==> src/logic/gptm_consts.svh <==
// register offsets, field positions, reset values and timing counts of the timer
`ifndef GPTM_CONSTS_SVH
`define GPTM_CONSTS_SVH

// ------------------------------------------------------------
// register byte offsets
// ------------------------------------------------------------
`define GPTM_OFF_CTRL     12'h000
`define GPTM_OFF_COUNT    12'h004
`define GPTM_OFF_RELOAD   12'h008
`define GPTM_OFF_STATUS   12'h00C

// ------------------------------------------------------------
// control field positions
// ------------------------------------------------------------
`define GPTM_CTRL_EN_BIT    0
`define GPTM_CTRL_MODE_LSB  1
`define GPTM_CTRL_PS_LSB    3
`define GPTM_CTRL_POL_BIT   6
`define GPTM_CTRL_AF_BIT    7
`define GPTM_CTRL_WIDTH     8

// ------------------------------------------------------------
// reset values and counter constants
// ------------------------------------------------------------
`define GPTM_RST_CTRL     8'h00
`define GPTM_RST_COUNT    16'h0001
`define GPTM_RST_RELOAD   16'h0000
`define GPTM_COUNT_START  16'h0001
`define GPTM_COUNT_MAX    16'hFFFF
`define GPTM_COUNT_WRAP   16'h0000

// ------------------------------------------------------------
// timing
// ------------------------------------------------------------
`define GPTM_CLK_PERIOD_NS  10
`define GPTM_SYNC_STAGES    2

`endif

==> src/logic/gptm_pkg.sv <==
// types shared by the general-purpose timer files
package gptm_pkg;

	// ------------------------------------------------------------
	// modes and states
	// ------------------------------------------------------------
	typedef enum logic [1:0] {
		MODE_ONESHOT  = 2'b00,
		MODE_TRIGGER  = 2'b01,
		MODE_CONT     = 2'b10,
		MODE_RESERVED = 2'b11
	} gptm_mode_e;

	typedef enum logic [1:0] {
		ST_STOP  = 2'b00,
		ST_ARMED = 2'b01,
		ST_RUN   = 2'b10
	} gptm_state_e;

	// ------------------------------------------------------------
	// control register layout, msb first
	// ------------------------------------------------------------
	typedef struct packed {
		logic       outAf;
		logic       inputOutputPolaritySelect;
		logic [2:0] psSel;
		gptm_mode_e mode;
		logic       en;
	} gptm_ctrl_s;

endpackage

==> src/logic/gptm_timer.sv <==
// general-purpose 16-bit reload timer: one-shot, triggered one-shot, continuous
//
// Decided for this implementation: the APB slave port and the register addresses.
`timescale 1ns/10ps
`include "gptm_consts.svh"
module gptm_timer (
	input  wire logic        clk,
	input  wire logic        nrst,
	input  wire logic        psel,
	input  wire logic        penable,
	input  wire logic        pwrite,
	input  wire logic [11:0] paddr,
	input  wire logic [31:0] pwdata,
	output logic      [31:0] prdata,
	output logic             pready,
	output logic             pslverr,
	input  wire logic        trigIn,
	output logic             timerOut,
	output logic             timerOutAf,
	output logic             timerIrq
);

	gptm_pkg::gptm_ctrl_s  ctrl_r;
	gptm_pkg::gptm_state_e state_r;
	gptm_pkg::gptm_state_e state_nxt;
	logic [15:0]           cnt_r;
	logic [15:0]           reload_r;
	logic [31:0]           prdata_r;
	logic                  lvl_r;
	logic                  irq_r;
	logic                  trigMeta_r;
	logic                  trigSync_r;
	logic                  trigDly_r;
	logic                  trigEdge;
	logic                  tick;
	logic                  hit;
	logic                  run;
	logic                  apbWr;
	logic                  wrCtrl;
	logic                  wrCount;
	logic                  wrReload;
	logic                  oneShotKind;

	// ------------------------------------------------------------
	// apb slave
	// ------------------------------------------------------------
	function automatic logic isMapped(input logic [11:0] addr);
		return (addr == `GPTM_OFF_CTRL) || (addr == `GPTM_OFF_COUNT) ||
			(addr == `GPTM_OFF_RELOAD) || (addr == `GPTM_OFF_STATUS);
	endfunction

	// zero wait states: read data is latched in the setup cycle
	assign pready   = 1'b1;
	assign pslverr  = psel && penable && !isMapped(paddr);
	assign prdata   = prdata_r;
	assign apbWr    = psel && penable && pwrite;
	assign wrCtrl   = apbWr && (paddr == `GPTM_OFF_CTRL);
	assign wrCount  = apbWr && (paddr == `GPTM_OFF_COUNT);
	assign wrReload = apbWr && (paddr == `GPTM_OFF_RELOAD);

	always_ff @(posedge clk) begin
		if (!nrst) begin
			prdata_r <= 32'h00000000;
		end else if (psel && !penable && !pwrite) begin
			unique case (paddr)
				`GPTM_OFF_CTRL:   prdata_r <= {24'h000000, ctrl_r};
				`GPTM_OFF_COUNT:  prdata_r <= {16'h0000, cnt_r};
				`GPTM_OFF_RELOAD: prdata_r <= {16'h0000, reload_r};
				`GPTM_OFF_STATUS: prdata_r <= {30'h00000000, state_r};
				default:          prdata_r <= 32'h00000000;
			endcase
		end
	end

	// ------------------------------------------------------------
	// control and reload registers
	// ------------------------------------------------------------
	assign oneShotKind = (ctrl_r.mode != gptm_pkg::MODE_CONT);

	// a software write wins over the self-clear at single-shot time-out
	always_ff @(posedge clk) begin
		if (!nrst) begin
			ctrl_r <= gptm_pkg::gptm_ctrl_s'(`GPTM_RST_CTRL);
		end else if (wrCtrl) begin
			ctrl_r <= gptm_pkg::gptm_ctrl_s'(pwdata[7:0]);
		end else if (hit && ctrl_r.mode != gptm_pkg::MODE_TRIGGER && oneShotKind) begin
			ctrl_r.en <= 1'b0;
		end
	end

	always_ff @(posedge clk) begin
		if (!nrst) begin
			reload_r <= `GPTM_RST_RELOAD;
		end else if (wrReload) begin
			reload_r <= pwdata[15:0];
		end
	end

	// ------------------------------------------------------------
	// trigger input synchroniser and edge detect
	// ------------------------------------------------------------
	always_ff @(posedge clk) begin
		if (!nrst) begin
			trigMeta_r <= 1'b0;
			trigSync_r <= 1'b0;
			trigDly_r  <= 1'b0;
		end else begin
			trigMeta_r <= trigIn;
			trigSync_r <= trigMeta_r;
			trigDly_r  <= trigSync_r;
		end
	end

	// polarity low selects the rising edge, high the falling edge
	assign trigEdge = ctrl_r.inputOutputPolaritySelect ? (trigDly_r && !trigSync_r) :
		(trigSync_r && !trigDly_r);

	// ------------------------------------------------------------
	// run control
	// ------------------------------------------------------------
	always_comb begin
		state_nxt = state_r;
		unique case (state_r)
			gptm_pkg::ST_STOP: begin
				if (ctrl_r.en && ctrl_r.mode == gptm_pkg::MODE_TRIGGER) begin
					state_nxt = gptm_pkg::ST_ARMED;
				end else if (ctrl_r.en) begin
					state_nxt = gptm_pkg::ST_RUN;
				end
			end
			gptm_pkg::ST_ARMED: begin
				if (!ctrl_r.en) begin
					state_nxt = gptm_pkg::ST_STOP;
				end else if (trigEdge) begin
					state_nxt = gptm_pkg::ST_RUN;
				end
			end
			gptm_pkg::ST_RUN: begin
				if (!ctrl_r.en) begin
					state_nxt = gptm_pkg::ST_STOP;
				end else if (hit && ctrl_r.mode == gptm_pkg::MODE_TRIGGER) begin
					state_nxt = gptm_pkg::ST_ARMED;
				end else if (hit && oneShotKind) begin
					state_nxt = gptm_pkg::ST_STOP;
				end
			end
			default: state_nxt = gptm_pkg::ST_STOP;
		endcase
	end

	// edges seen in RUN are not remembered, so they cannot restart the run
	always_ff @(posedge clk) begin
		if (!nrst) begin
			state_r <= gptm_pkg::ST_STOP;
		end else begin
			state_r <= state_nxt;
		end
	end

	// gated by the enable bit so that clearing it stops the very next tick
	assign run = (state_r == gptm_pkg::ST_RUN) && ctrl_r.en;

	gptm_prescaler u_prescaler (
		.clk   (clk),
		.nrst  (nrst),
		.run   (run),
		.psSel (ctrl_r.psSel),
		.tick  (tick)
	);

	// ------------------------------------------------------------
	// counter
	// ------------------------------------------------------------
	// one prescaled tick per count, so time-out = (reload - start + 1) x prescale
	assign hit = tick && (cnt_r == reload_r);

	always_ff @(posedge clk) begin
		if (!nrst) begin
			cnt_r <= `GPTM_RST_COUNT;
		end else if (wrCount) begin
			cnt_r <= pwdata[15:0];
		end else if (hit) begin
			cnt_r <= `GPTM_COUNT_START;
		end else if (tick) begin
			cnt_r <= cnt_r + 16'h0001;
		end
	end

	// ------------------------------------------------------------
	// output level and interrupt request
	// ------------------------------------------------------------
	always_ff @(posedge clk) begin
		if (!nrst) begin
			lvl_r <= 1'b0;
		end else if (oneShotKind) begin
			lvl_r <= hit ? !ctrl_r.inputOutputPolaritySelect :
				ctrl_r.inputOutputPolaritySelect;
		end else if (!run) begin
			lvl_r <= ctrl_r.inputOutputPolaritySelect;
		end else if (hit) begin
			lvl_r <= !lvl_r;
		end
	end

	always_ff @(posedge clk) begin
		if (!nrst) begin
			irq_r <= 1'b0;
		end else begin
			irq_r <= hit;
		end
	end

	assign timerOut   = lvl_r;
	assign timerOutAf = ctrl_r.outAf;
	assign timerIrq   = irq_r;
endmodule

==> src/logic/gptm_prescaler.sv <==
// prescaler: divides the system clock by 2**psSel while the counter runs
`timescale 1ns/10ps
module gptm_prescaler (
	input  wire logic       clk,
	input  wire logic       nrst,
	input  wire logic       run,
	input  wire logic [2:0] psSel,
	output logic            tick
);

	logic [6:0] psCnt_r;

	// ------------------------------------------------------------
	// divider mask: 2**sel - 1
	// ------------------------------------------------------------
	function automatic logic [6:0] psMask(input logic [2:0] sel);
		logic [7:0] full;
		full = 8'h01 << sel;
		return 7'(full - 8'h01);
	endfunction

	// a prescale of one ticks on every running clock
	assign tick = run && (psCnt_r == psMask(psSel));

	// restarts from zero each time the counter stops, so every run starts aligned
	always_ff @(posedge clk) begin
		if (!nrst) begin
			psCnt_r <= 7'h00;
		end else if (!run || tick) begin
			psCnt_r <= 7'h00;
		end else begin
			psCnt_r <= psCnt_r + 7'h01;
		end
	end

endmodule

==> config.mk <==
export PLATFORM = sky130hd
export DESIGN_NAME = gptm_timer
export DESIGN_NICKNAME = d
export VERILOG_FILES = /design/src/logic/gptm_pkg.sv /design/src/logic/gptm_timer.sv /design/src/logic/gptm_prescaler.sv
export VERILOG_INCLUDE_DIRS = /design/src /design/src/logic
export SDC_FILE = /design/constraint.sdc
export NUM_CORES = 1
export LEC_CHECK = 0
export BUFFER_PORTS_ARGS = -buffer_cell sky130_fd_sc_hd__clkbuf_2
export CAP_MARGIN = 20
export CORE_MARGIN = 5
export CORE_UTILIZATION = 49
export DETAILED_ROUTE_END_ITERATION = 10
export HOLD_SLACK_MARGIN = 0.03
export PLACE_DENSITY = 0.82
export REMOVE_ABC_BUFFERS = 1
export SYNTH_ARGS = -nofsm -noshare
export SYNTH_HDL_FRONTEND = slang
export SYNTH_SLANG_ARGS = --single-unit
==> constraint.sdc <==
create_clock -name clk -period 3.4 [get_ports clk]
set_clock_uncertainty 0.2 [all_clocks]
set_input_delay 1.02 -clock clk [delete_from_list [all_inputs] [get_ports clk]]
set_output_delay 1.02 -clock clk [all_outputs]
set_load 0.01 [all_outputs]
# Word level (Yosys, flattened, before mapping)

Cells that the tools add are included.

Flip-flop bits (word level): 86
Input bits: 50
Output and inout port bits: 37
Logic and storage cells: 89

$add $sub $neg: 3
Eq/ne operators: 14
Shift operators: 1
Muxes and demuxes: 19
Bitwise logic cells: 1
Reductions and logical operators: 36

Operators with widths:

| kind                    | number |
|---|---|
| $pmux W16 S4            | 1 |
| $mux W16                | 3 |
| $eq A12 B4 Y1 const B   | 2 |
| $logic_and A1 B1 Y1     | 18 |
| $add A16 B1 Y16 const B | 1 |
| $eq A16 B16 Y1          | 1 |
| $mux W2                 | 7 |
| $eq A12 B3 Y1 const B   | 1 |
| $logic_not A12 Y1       | 1 |
| $ne A3 B3 Y1 const B    | 3 |
| $logic_not A1 Y1        | 8 |
| $add A7 B1 Y7 const B   | 1 |
| $eq A7 B7 Y1            | 1 |
| $mux W1                 | 7 |
| $shl A1 B3 Y7 const A   | 1 |
| $sub A7 B1 Y7 const B   | 1 |
| $pmux W2 S3             | 1 |
| $eq A2 B1 Y1 const B    | 2 |
| $logic_or A1 B1 Y1      | 4 |
| $ne A4 B4 Y1 const B    | 1 |
| $reduce_and A3 Y1       | 1 |
| $reduce_bool A3 Y1      | 1 |
| $eq A2 B2 Y1 const B    | 1 |
| $logic_not A2 Y1        | 1 |
| other kinds (5)         | 5 |

# Depth between registers and ports, before layout

Gate-level depths: netlist (run 1).

Depth in word-level cells: 10
Depth in mapped cells: 9

# Hierarchy

From an unflattened synthesis (run 1), not the netlist that was laid out.

Cells, all modules: 464
Area, all modules: 3887.5 sq um

Modules (own cells, without submodules):

| module         | instances | cells an instance | area an instance (sq um) | seq. area each (sq um) |
|---|---|---|---|---|
| gptm_timer     | 1         | 413               | 3424.5                   | 1261.2 |
| gptm_prescaler | 1         | 51                | 462.9                    | 140.1 |

# Worst setup path after synthesis (run 1)

No wires, ideal clock.

Path type: input to output
From: in paddr[9]
To: out pslverr
Data arrival time: 2.444 ns
Data required time: 2.180 ns
Path slack: -0.264 ns
Stages: 5
Path through: or4_1 nor4_2 buf_2 buf_2 nor2_1

Longest elaborated chain between the ends: 6
Elaborated cells between the ends (all ways): 9
Those cells by class: eq/ne: 3; reduce/logical: 6

Ends and longest elaborated chain:

| item                                               | RTL line         | text |
|---|---|---|
| from (decl)                                        | gptm_timer.sv:12 | `input wire logic [11:0] paddr,` |
| $eq A12 B3 Y1 or $logic_not A12 Y1 (tied branches) | -                |  |
| $logic_or A1 B1 Y1 (2 in series)                   | gptm_timer.sv:48 | `` return (addr == `GPTM_OFF_CTRL) \|\| (addr == `GPTM_OFF_COUNT) \|\| `` |
| $logic_or A1 B1 Y1 *                               | gptm_timer.sv:48 |  |
| $logic_not A1 Y1 *                                 | gptm_timer.sv:54 | `assign pslverr = psel && penable && !isMapped(paddr);` |
| $logic_and A1 B1 Y1 *                              | gptm_timer.sv:54 |  |
| to (decl)                                          | gptm_timer.sv:16 | `output logic pslverr,` |

Mark *: on every way between the ends. The rest lies on a longest branch, timed or not.

# Worst setup path in the final report (run 1)

Same ends and word-level chain as after synthesis.

==> results of run 1 <==
repair_timing:
action	CTS	global route
resized for setup	1	0
endpoints found under the setup margin	1	1
pin swaps	2	1
layer usage:
layer / up-vias / track usage [%]
li1: 1809 / -
met1: 1760 / 27.0
met2: 200 / 36.2
met3: 26 / 3.51
met4: 0 / 9.66
met5: - / 0
metrics by stage:
stage	util (%)	hold WS [ns]
floorplan	-	0.212
finish	56.6	0.244
global route	56.6	0.271
detailed placement	54.6	0.225
global placement	54.6	0.217
CTS	56.6	0.243
power by group through the flow:
stage	clock network, uW	registers [uW]	logic (uW)
final	563	832	100
after global routing	604	832	109
after CTS	566	832	97.7
after detailed placement	0	851	96.8
after global placement	0	850	94.4
after floorplan	0	849	45.4
state kept, by name (all words and copies together), names as in the netlist:
name,flops
prdata,16
trigMeta_r,1
trigDly_r,1
ctrl_r,7
timerOutAf,1
u_prescaler.psCnt_r,7
state_r,2
timerOut,1
timerIrq,1
cnt_r,16
trigSync_r,1
reload_r,16
worst max-delay path, cell delays in order:
cell and delay, ns:
clkbuf_2 0.08, or4_4 0.54, nor4_4 0.35, nor2_1 0.07
clkbuf_2 0.14
layout make-up:
type                            instances  area share [%]
Clock buffer                           10            2.92
Clock inverter                          5           0.629
Inverter                                6           0.515
Multi-Input combinational cell        383            51.2
Sequential cell                        70            32.0
Tap cell                              102            2.92
Timing Repair Buffer                   75            9.83
final timing paths:
path,from,endpoint
max,paddr[9],pslverr
min,trigMeta_r,trigSync_r
max reg2reg,ctrl_r[5],cnt_r[0]
min reg2reg,trigMeta_r,trigSync_r
layout by cell type, fill, tap and decap left out, types with 4 or more instances in the layout:
cell type / count
nor3_1: 10
nand2_1: 74
clkbuf_8: 9
nand3_1: 33
nor2b_1: 7
clkbuf_2: 53
buf_4: 22
conb_1: 17
inv_1: 5
clkinv_2: 4
a22o_1: 8
dfxtp_1: 70
a21oi_1: 55
and2_1: 4
o21ai_0: 27
nor2_1: 36
xnor2_1: 21
a31oi_1: 8
nand4_1: 9
o211ai_1: 5
mux2i_1: 13
cells by family after synthesis:
| logic type | Yosys count |
|---|---|
| AO/OA/AOI/OAI | 115 |
| XOR/XNOR | 23 |
| adder cells (fa/ha/maj) | 2 |
| buffers and inverters | 60 |
| flip-flops | 70 |
| multiplexers | 16 |
| other | 2 |
| AND/OR/NAND/NOR | 210 |
==> results.ini, run 1 <==
[power_and_ir_drop]
p_int_uw=1120
p_total_uw=1490
p_sw_share_pct=25.4
leakagePower_uw=0.00163
seqPwrFrac_pct=55.7
powerDensity_nw_per_um2=342
ir_worst_vdd_uv=187
p_comb_share_pct=6.7
p_sw_uw=379
power.clock.fraction_pct=37.6

[finish]
multi_input_area_sq_um=2240
area_growth_pct=12.4
layout.nets=597
drive_above_1_share_pct=18.8
seq_area_sq_um=1400
fillers=725
finalNonFillerCells=651
diodes=0
final_cell_area_sq_um=4380

[critical_path]
critical_path_class=input pin to output pin
start_kind=input pin
end_kind=output pin
critical_path_required_ns=2.18
worstRegToRegCells=5
arrival_ns=2.20
rrSetupSlack_ns=0.68
cp_max_fo=2

[yosys]
syn_area_sq_um=3890
synth_seq_cells=70
synth_common_cells=nand2_1 (74), dfxtp_1 (70), a21oi_1 (55), nor2_1 (36), nand3_1 (33)
yosysTopAreaCell=dfxtp_1
syn_inst=498
syn_area_per_cell_sq_um=7.82
synth.distinct_cells=55
synth_warnings=0
synth-edff-count=0
yosys.area_share.simple_pct=27.6
synthAdderAreaFrac_pct=0.643
synth_top_family_by_area=simple AND/OR/NAND/NOR gates
async_reset_ff_share_pct=0
synth_top_area_share_pct=36.0
synthMuxAreaShare_pct=4.79
ys_seq_area_share_pct=36.0
yosys-top-cells-area=dfxtp_1 (36%), nand2_1 (7.1%), a21oi_1 (7.1%)
synth_most_common_cell=nand2_1
synth_ff_type=dfxtp_1
synth_compound_area_share_pct=17.4
yosys.area_share.xor_xnor_pct=5.18

[timing]
setup_tns_ns=-0.0173
hold_viol=0
fmax_mhz=293
worst_pin_slew_ns=0.805
fin_crit_sh_pct=101
grt_setup_unrepaired=true
period_needed_ns=3.42
maxSlewViolCount=0
fin_ws_ns=-0.0173
finalSetupViolCount=1
max_slew_margin_pct=46.3

[placement]
dp_worst_setup_slack_ns=-0.0811
portBuffers=53
place.gp.congestion=0.939
dp_hpwl_um=7630
dp.cells=636
place_area_sq_um=4220

[run]
drv_cap=0

[cts]
clk_latency_ns=0.34
post_cts_buffers=0
numClockSinks=70
postCtsHoldBufs=0
cts_tree=yes
clk_pin_slew_ns=0.07
numCtsBuffers=9
cts_root_buf=clkbuf_8
clockBufferDepth=2
htree_levels=3

[floorplanning]
core_sq_um=7730
ioPinCount=87
die_area_sq_um=9830
row_count=32
initial_core_util_pct=50.4
die_x_um=99.1
die_y_um=99.1

[drt]
initialDrtViolationCount=333
num_vias=3795
avgRoutedWirePerCell_um=16.1
wl_met2_um=5030
dr_wl_met3_um=887
vias_per_cell=5.83
drc=0
ant_nets=0
first_pass_iters=5
top_layer_used=met4
wl_met1_um=4290
wl_um=10500

[grt]
grt_pass1_vias=3559
grt-ovfl-total=0
grtUsageTotal_pct=21.5
antenna_found_initial=0
grt_max_degree=47
grt_pass1_wl_um=17200

[hold_path]
hold_path.class=register to register
hold_depth=1

[run_status]
violations=setup timing
status=finished, violations left

(Power assumes the default switching activity.)
==> inputs of run 2 (changes only) <==
--- a/config.mk
+++ b/config.mk
@@ -9,10 +9,10 @@
 export BUFFER_PORTS_ARGS = -buffer_cell sky130_fd_sc_hd__clkbuf_2
 export CAP_MARGIN = 20
 export CORE_MARGIN = 5
-export CORE_UTILIZATION = 49
+export CORE_UTILIZATION = 30
 export DETAILED_ROUTE_END_ITERATION = 10
 export HOLD_SLACK_MARGIN = 0.03
-export PLACE_DENSITY = 0.82
+export PLACE_DENSITY = 0.57
 export REMOVE_ABC_BUFFERS = 1
 export SYNTH_ARGS = -nofsm -noshare
 export SYNTH_HDL_FRONTEND = slang
==> run 2 against run 1 <==
Compared with the run above: the run still ends with setup timing left; critical path type unchanged; clock power up 46%; register-to-register slack about the same; worst hold slack worse by 0.0082 ns; cell area up 4.1%; via count down 5.2%.
==> results.ini, run 2 (synthesis gave the netlist of run 1 again) <==
[run_status]
status=finished, violations left
violations=setup timing

[cts]
numCtsBuffers=9
postCtsHoldBufs=0
clk_latency_ns=0.34
clk_pin_slew_ns=0.05
clockBufferDepth=2
numClockSinks=70
cts_tree=yes
post_cts_buffers=0
cts_root_buf=clkbuf_16
htree_levels=3

[drt]
first_pass_iters=5
avgRoutedWirePerCell_um=15.3
initialDrtViolationCount=253
wl_um=11000
ant_nets=0
vias_per_cell=5.00
drc=0
num_vias=3599

[critical_path]
end_kind=output pin
cp-startpoint=paddr[1]
r2r_start=ctrl_r[5]
arrival_ns=2.21
start_kind=input pin
critical_path_required_ns=2.18
path_delay_family=simple AND/OR/NAND/NOR gates
cp_num_buf_inv=2
crit_chain=clkbuf_2 -> or4_4 -> nor4_4 -> nor2_1 -> clkbuf_2
critPathMaxStageDelay_ns=0.54
cp_max_fo=2
crit_path_frequent_cell=clkbuf_2
critical_path_class=input pin to output pin
slowest_stage=or4_4

[run]
drv_cap=0

[finish]
layout.nets=596
utilization_pct=36.0
diodes=0
most-common-layout-cells=nand2_1 (74), dfxtp_1 (70), a21oi_1 (55)
area_growth_pct=17.1
drive_above_1_share_pct=18.2
seq_area_sq_um=1400
final_common_cell=nand2_1
multi_input_area_sq_um=2240
fillers=1328

[floorplanning]
row_count=41
die_area_sq_um=15400
initial_core_util_pct=30.7
core_sq_um=12700
die_x_um=124
die_y_um=124
ioPinCount=87

[grt]
grt_pass1_wl_um=18000
grt-ovfl-total=0
grtUsageTotal_pct=15.2
grt_max_degree=47
antenna_found_initial=0
grt_pass1_vias=3550

[timing]
fin_ws_ns=-0.0296
hold_viol=0
fin_crit_sh_pct=101
period_needed_ns=3.43
max_slew_margin_pct=45.0
fmax_mhz=292
grt_setup_unrepaired=true
finalSetupViolCount=1
maxSlewViolCount=0
setup_tns_ns=-0.0296
worst_pin_slew_ns=0.824

[power_and_ir_drop]
powerDensity_nw_per_um2=385
ir_worst_vdd_uv=238
leakagePower_uw=0.00166

[placement]
dp_worst_setup_slack_ns=-0.131
portBuffers=53
dp_hpwl_um=8150
place.gp.congestion=0.907

[hold_path]
min_from=trigMeta_r
hold_path.class=register to register

[run 2: cell count changes in the layout (fill, tap and decap cells not counted), sizes merged]
cell and delta:
clkbuf +3, clkinv -2, buf -1, clkinvlp -1
[run 2: where the power goes]
group          internal (uW)  switching [uW]
sequential               826            8.18
combinational           35.1            64.1
clock                    487             333
total                   1350             405
[run 2: cell type report]
cell class | instances | share of cell area [%]
Clock buffer | 13 | 5.27
Sequential cell | 70 | 30.8
Clock inverter | 2 | 0.220
Multi-Input combinational cell | 383 | 49.3
Timing Repair Buffer | 74 | 9.28
Inverter | 6 | 0.494
Tap cell | 172 | 4.72
[run 2: through the flow]
step	std cells	hold slack, ns	cell area [sq um]	power [uW]
2_1_floorplan	459	0.212	3650	894
3_3_place_gp	705	0.224	4300	948
3_5_place_dp	705	0.227	4300	950
4_1_cts	720	0.240	4560	1780
5_1_grt	720	0.254	4560	1830
6_report	720	0.236	4560	1750
[run 2: worst reg2reg max path, delay by kind of cell (launching register included)]
kind / cells / cell delay [ns]
AO/OA/AOI/OAI: 2 / 0.46
flip-flops: 1 / 0.40
AND/OR/NAND/NOR: 3 / 1.61
[run 2: path summary, 6_finish.rpt]
path	to	slack (ns)	depth (start not counted)
setup / recovery	pslverr	-0.03	5
hold / removal	trigSync_r	0.24	1
setup reg to reg	cnt_r[15]	0.67	5
hold reg to reg	trigSync_r	0.24	1
[run 2: layer usage]
metal | global-route usage [%] | part of all wire [%] | vias to the layer above
met5 | 0 | 0 | -
met4 | 7.19 | 2.4 | 0
met3 | 3.77 | 7.4 | 21
li1 | - | - | 1819
met1 | 19.5 | 46 | 1650
met2 | 23.9 | 45 | 109
[run 2: what timing repair did]
item / 4_1_cts / 5_1_grt
endpoints found under the setup margin: 1 / 1
gates resized for setup: 1 / 0
gates cloned: 0 / 0
pin swaps: 2 / 0
==> inputs of run 3 (changes only) <==
--- a/config.mk
+++ b/config.mk
@@ -6,7 +6,7 @@
 export SDC_FILE = /design/constraint.sdc
 export NUM_CORES = 1
 export LEC_CHECK = 0
-export BUFFER_PORTS_ARGS = -buffer_cell sky130_fd_sc_hd__clkbuf_2
+export BUFFER_PORTS_ARGS = -buffer_cell sky130_fd_sc_hd__buf_2
 export CAP_MARGIN = 20
 export CORE_MARGIN = 5
 export CORE_UTILIZATION = 30
==> run 3 against run 2 <==
Compared with the run above: the flow still finishes with violations (setup timing); sequential power barely moved; utilization rose by 0.45 points; combinational power rose by 4%; first-iteration DRC count rose by 9.5%; clock power rose by 5.0%; total power rose by 2.5%; via count rose by 1.4%; cell area rose by 1.3%; worst hold slack got worse by 0.0024 ns.
==> results.ini, run 3 (synthesis gave the netlist of run 1 again) <==
[cts]
numCtsBuffers=9
clk_latency_ns=0.34
clockBufferDepth=2
numClockSinks=70
clk_pin_slew_ns=0.05
post_cts_buffers=0
cts_root_buf=clkbuf_16
postCtsHoldBufs=0
cts_tree=yes
htree_levels=3

[drt]
wl_um=11300
ant_nets=0
num_vias=3650
avgRoutedWirePerCell_um=15.6
initialDrtViolationCount=277
drc=0
first_pass_iters=4
vias_per_cell=5.05

[critical_path]
crit_chain=buf_6 -> or4_4 -> nor4_4 -> buf_4 -> nor2_4 -> buf_6
critical_path_class=input pin to output pin
r2r-end=cnt_r[15]
critPathMaxStageDelay_ns=0.54
cp_max_fo=2
crit_path_frequent_cell=buf_6
path_delay_family=simple AND/OR/NAND/NOR gates
end_kind=output pin
start_kind=input pin
slowest_stage=or4_4
cp_num_buf_inv=3
r2r_start=ctrl_r[4]
arrival_ns=2.20
critical_path_required_ns=2.18
worstRegToRegCells=6
rrSetupSlack_ns=0.61

[grt]
grt_pass1_vias=3576
antenna_found_initial=0
grt-ovfl-total=0
grt_pass1_wl_um=18000
grt_max_degree=47
grtUsageTotal_pct=15.1

[power_and_ir_drop]
powerDensity_nw_per_um2=389
p_sw_share_pct=23.6
p_comb_share_pct=5.7
power.clock.fraction_pct=47.9
seqPwrFrac_pct=46.4
p_int_uw=1370
leakagePower_uw=0.00170
p_sw_uw=424
ir_worst_vdd_uv=237
p_total_uw=1800

[timing]
fin_crit_sh_pct=100
finalSetupViolCount=1
maxSlewViolCount=0
grt_setup_unrepaired=true
fin_ws_ns=-0.0157
hold_viol=0
worst_pin_slew_ns=0.806
whs_ns=0.233
max_slew_margin_pct=45.9
period_needed_ns=3.42
fmax_mhz=293

[run]
drv_cap=0

[floorplanning]
die_x_um=124
initial_core_util_pct=30.7
ioPinCount=87
die_area_sq_um=15400
core_sq_um=12700
die_y_um=124
row_count=41

[placement]
dp_worst_setup_slack_ns=-0.111
portBuffers=53
dp.cells=707
place.gp.congestion=0.894
dp_hpwl_um=8310

[hold_path]
hold_end=trigSync_r
hold_depth=1
hold_path.class=register to register
min_from=trigMeta_r

[run_status]
status=finished, violations left
violations=setup timing

[finish]
area_growth_pct=18.5
drive_above_1_share_pct=19.4
most-common-layout-cells=nand2_1 (74), dfxtp_1 (70), a21oi_1 (55)
diodes=0
finalNonFillerCells=723
layout.nets=598
final_common_cell=nand2_1

## run 3: timing repair
item / CTS / global route
pin swaps: 3 / 0
setup endpoints to repair: 1 / 1
gates resized for setup: 6 / 0
## run 3: power by group through the flow
stage	logic [uW]	clock network, uW	registers, uW
2_1_floorplan	45.4	0	849
3_3_place_gp	98.1	0	851
3_5_place_dp	99.7	0	851
4_1_cts	103	881	833
5_1_grt	113	923	833
6_report	103	861	833
## run 3: area by class of cell
cell class	instances	area (sq um)
clock inverter	4	22.5
multi-input combinational	383	2260
fill	1352	8060
clock buffer	12	246
sequential	70	1400
inverter	6	22.5
timing repair buffer	76	450
tap	172	215
## run 3: metal layers
layer | part of all wire [%] | vias up | routed length [um] | GRT usage [%]
met5 | 0 | - | 0 | 0
met4 | 2.5 | 0 | 278 | 7.67
met3 | 6.4 | 18 | 726 | 2.68
met2 | 47 | 107 | 5280 | 24.7
met1 | 44 | 1715 | 4990 | 19.1
li1 | - | 1810 | - | -
## run 3: metrics by stage
stage	cell area, sq um	utilization (%)	setup TNS [ns]
6_report	4610	36.4	-0.0157
3_5_place_dp	4320	34.1	-0.111
4_1_cts	4610	36.4	-0.0279
3_3_place_gp	4320	34.1	-0.0982
5_1_grt	4610	36.4	-0.0391
2_1_floorplan	3650	-	-16.73
## run 3: worst max path at each step
stage | cells past startpoint | from | to
4_1_cts | 6 | paddr[6] | pslverr
3_3_place_gp | 6 | paddr[9] | pslverr
2_1_floorplan | 3 | paddr[9] | pslverr
3_5_place_dp | 6 | paddr[9] | pslverr
5_1_grt | 6 | paddr[6] | pslverr
6_report | 6 | paddr[6] | pslverr
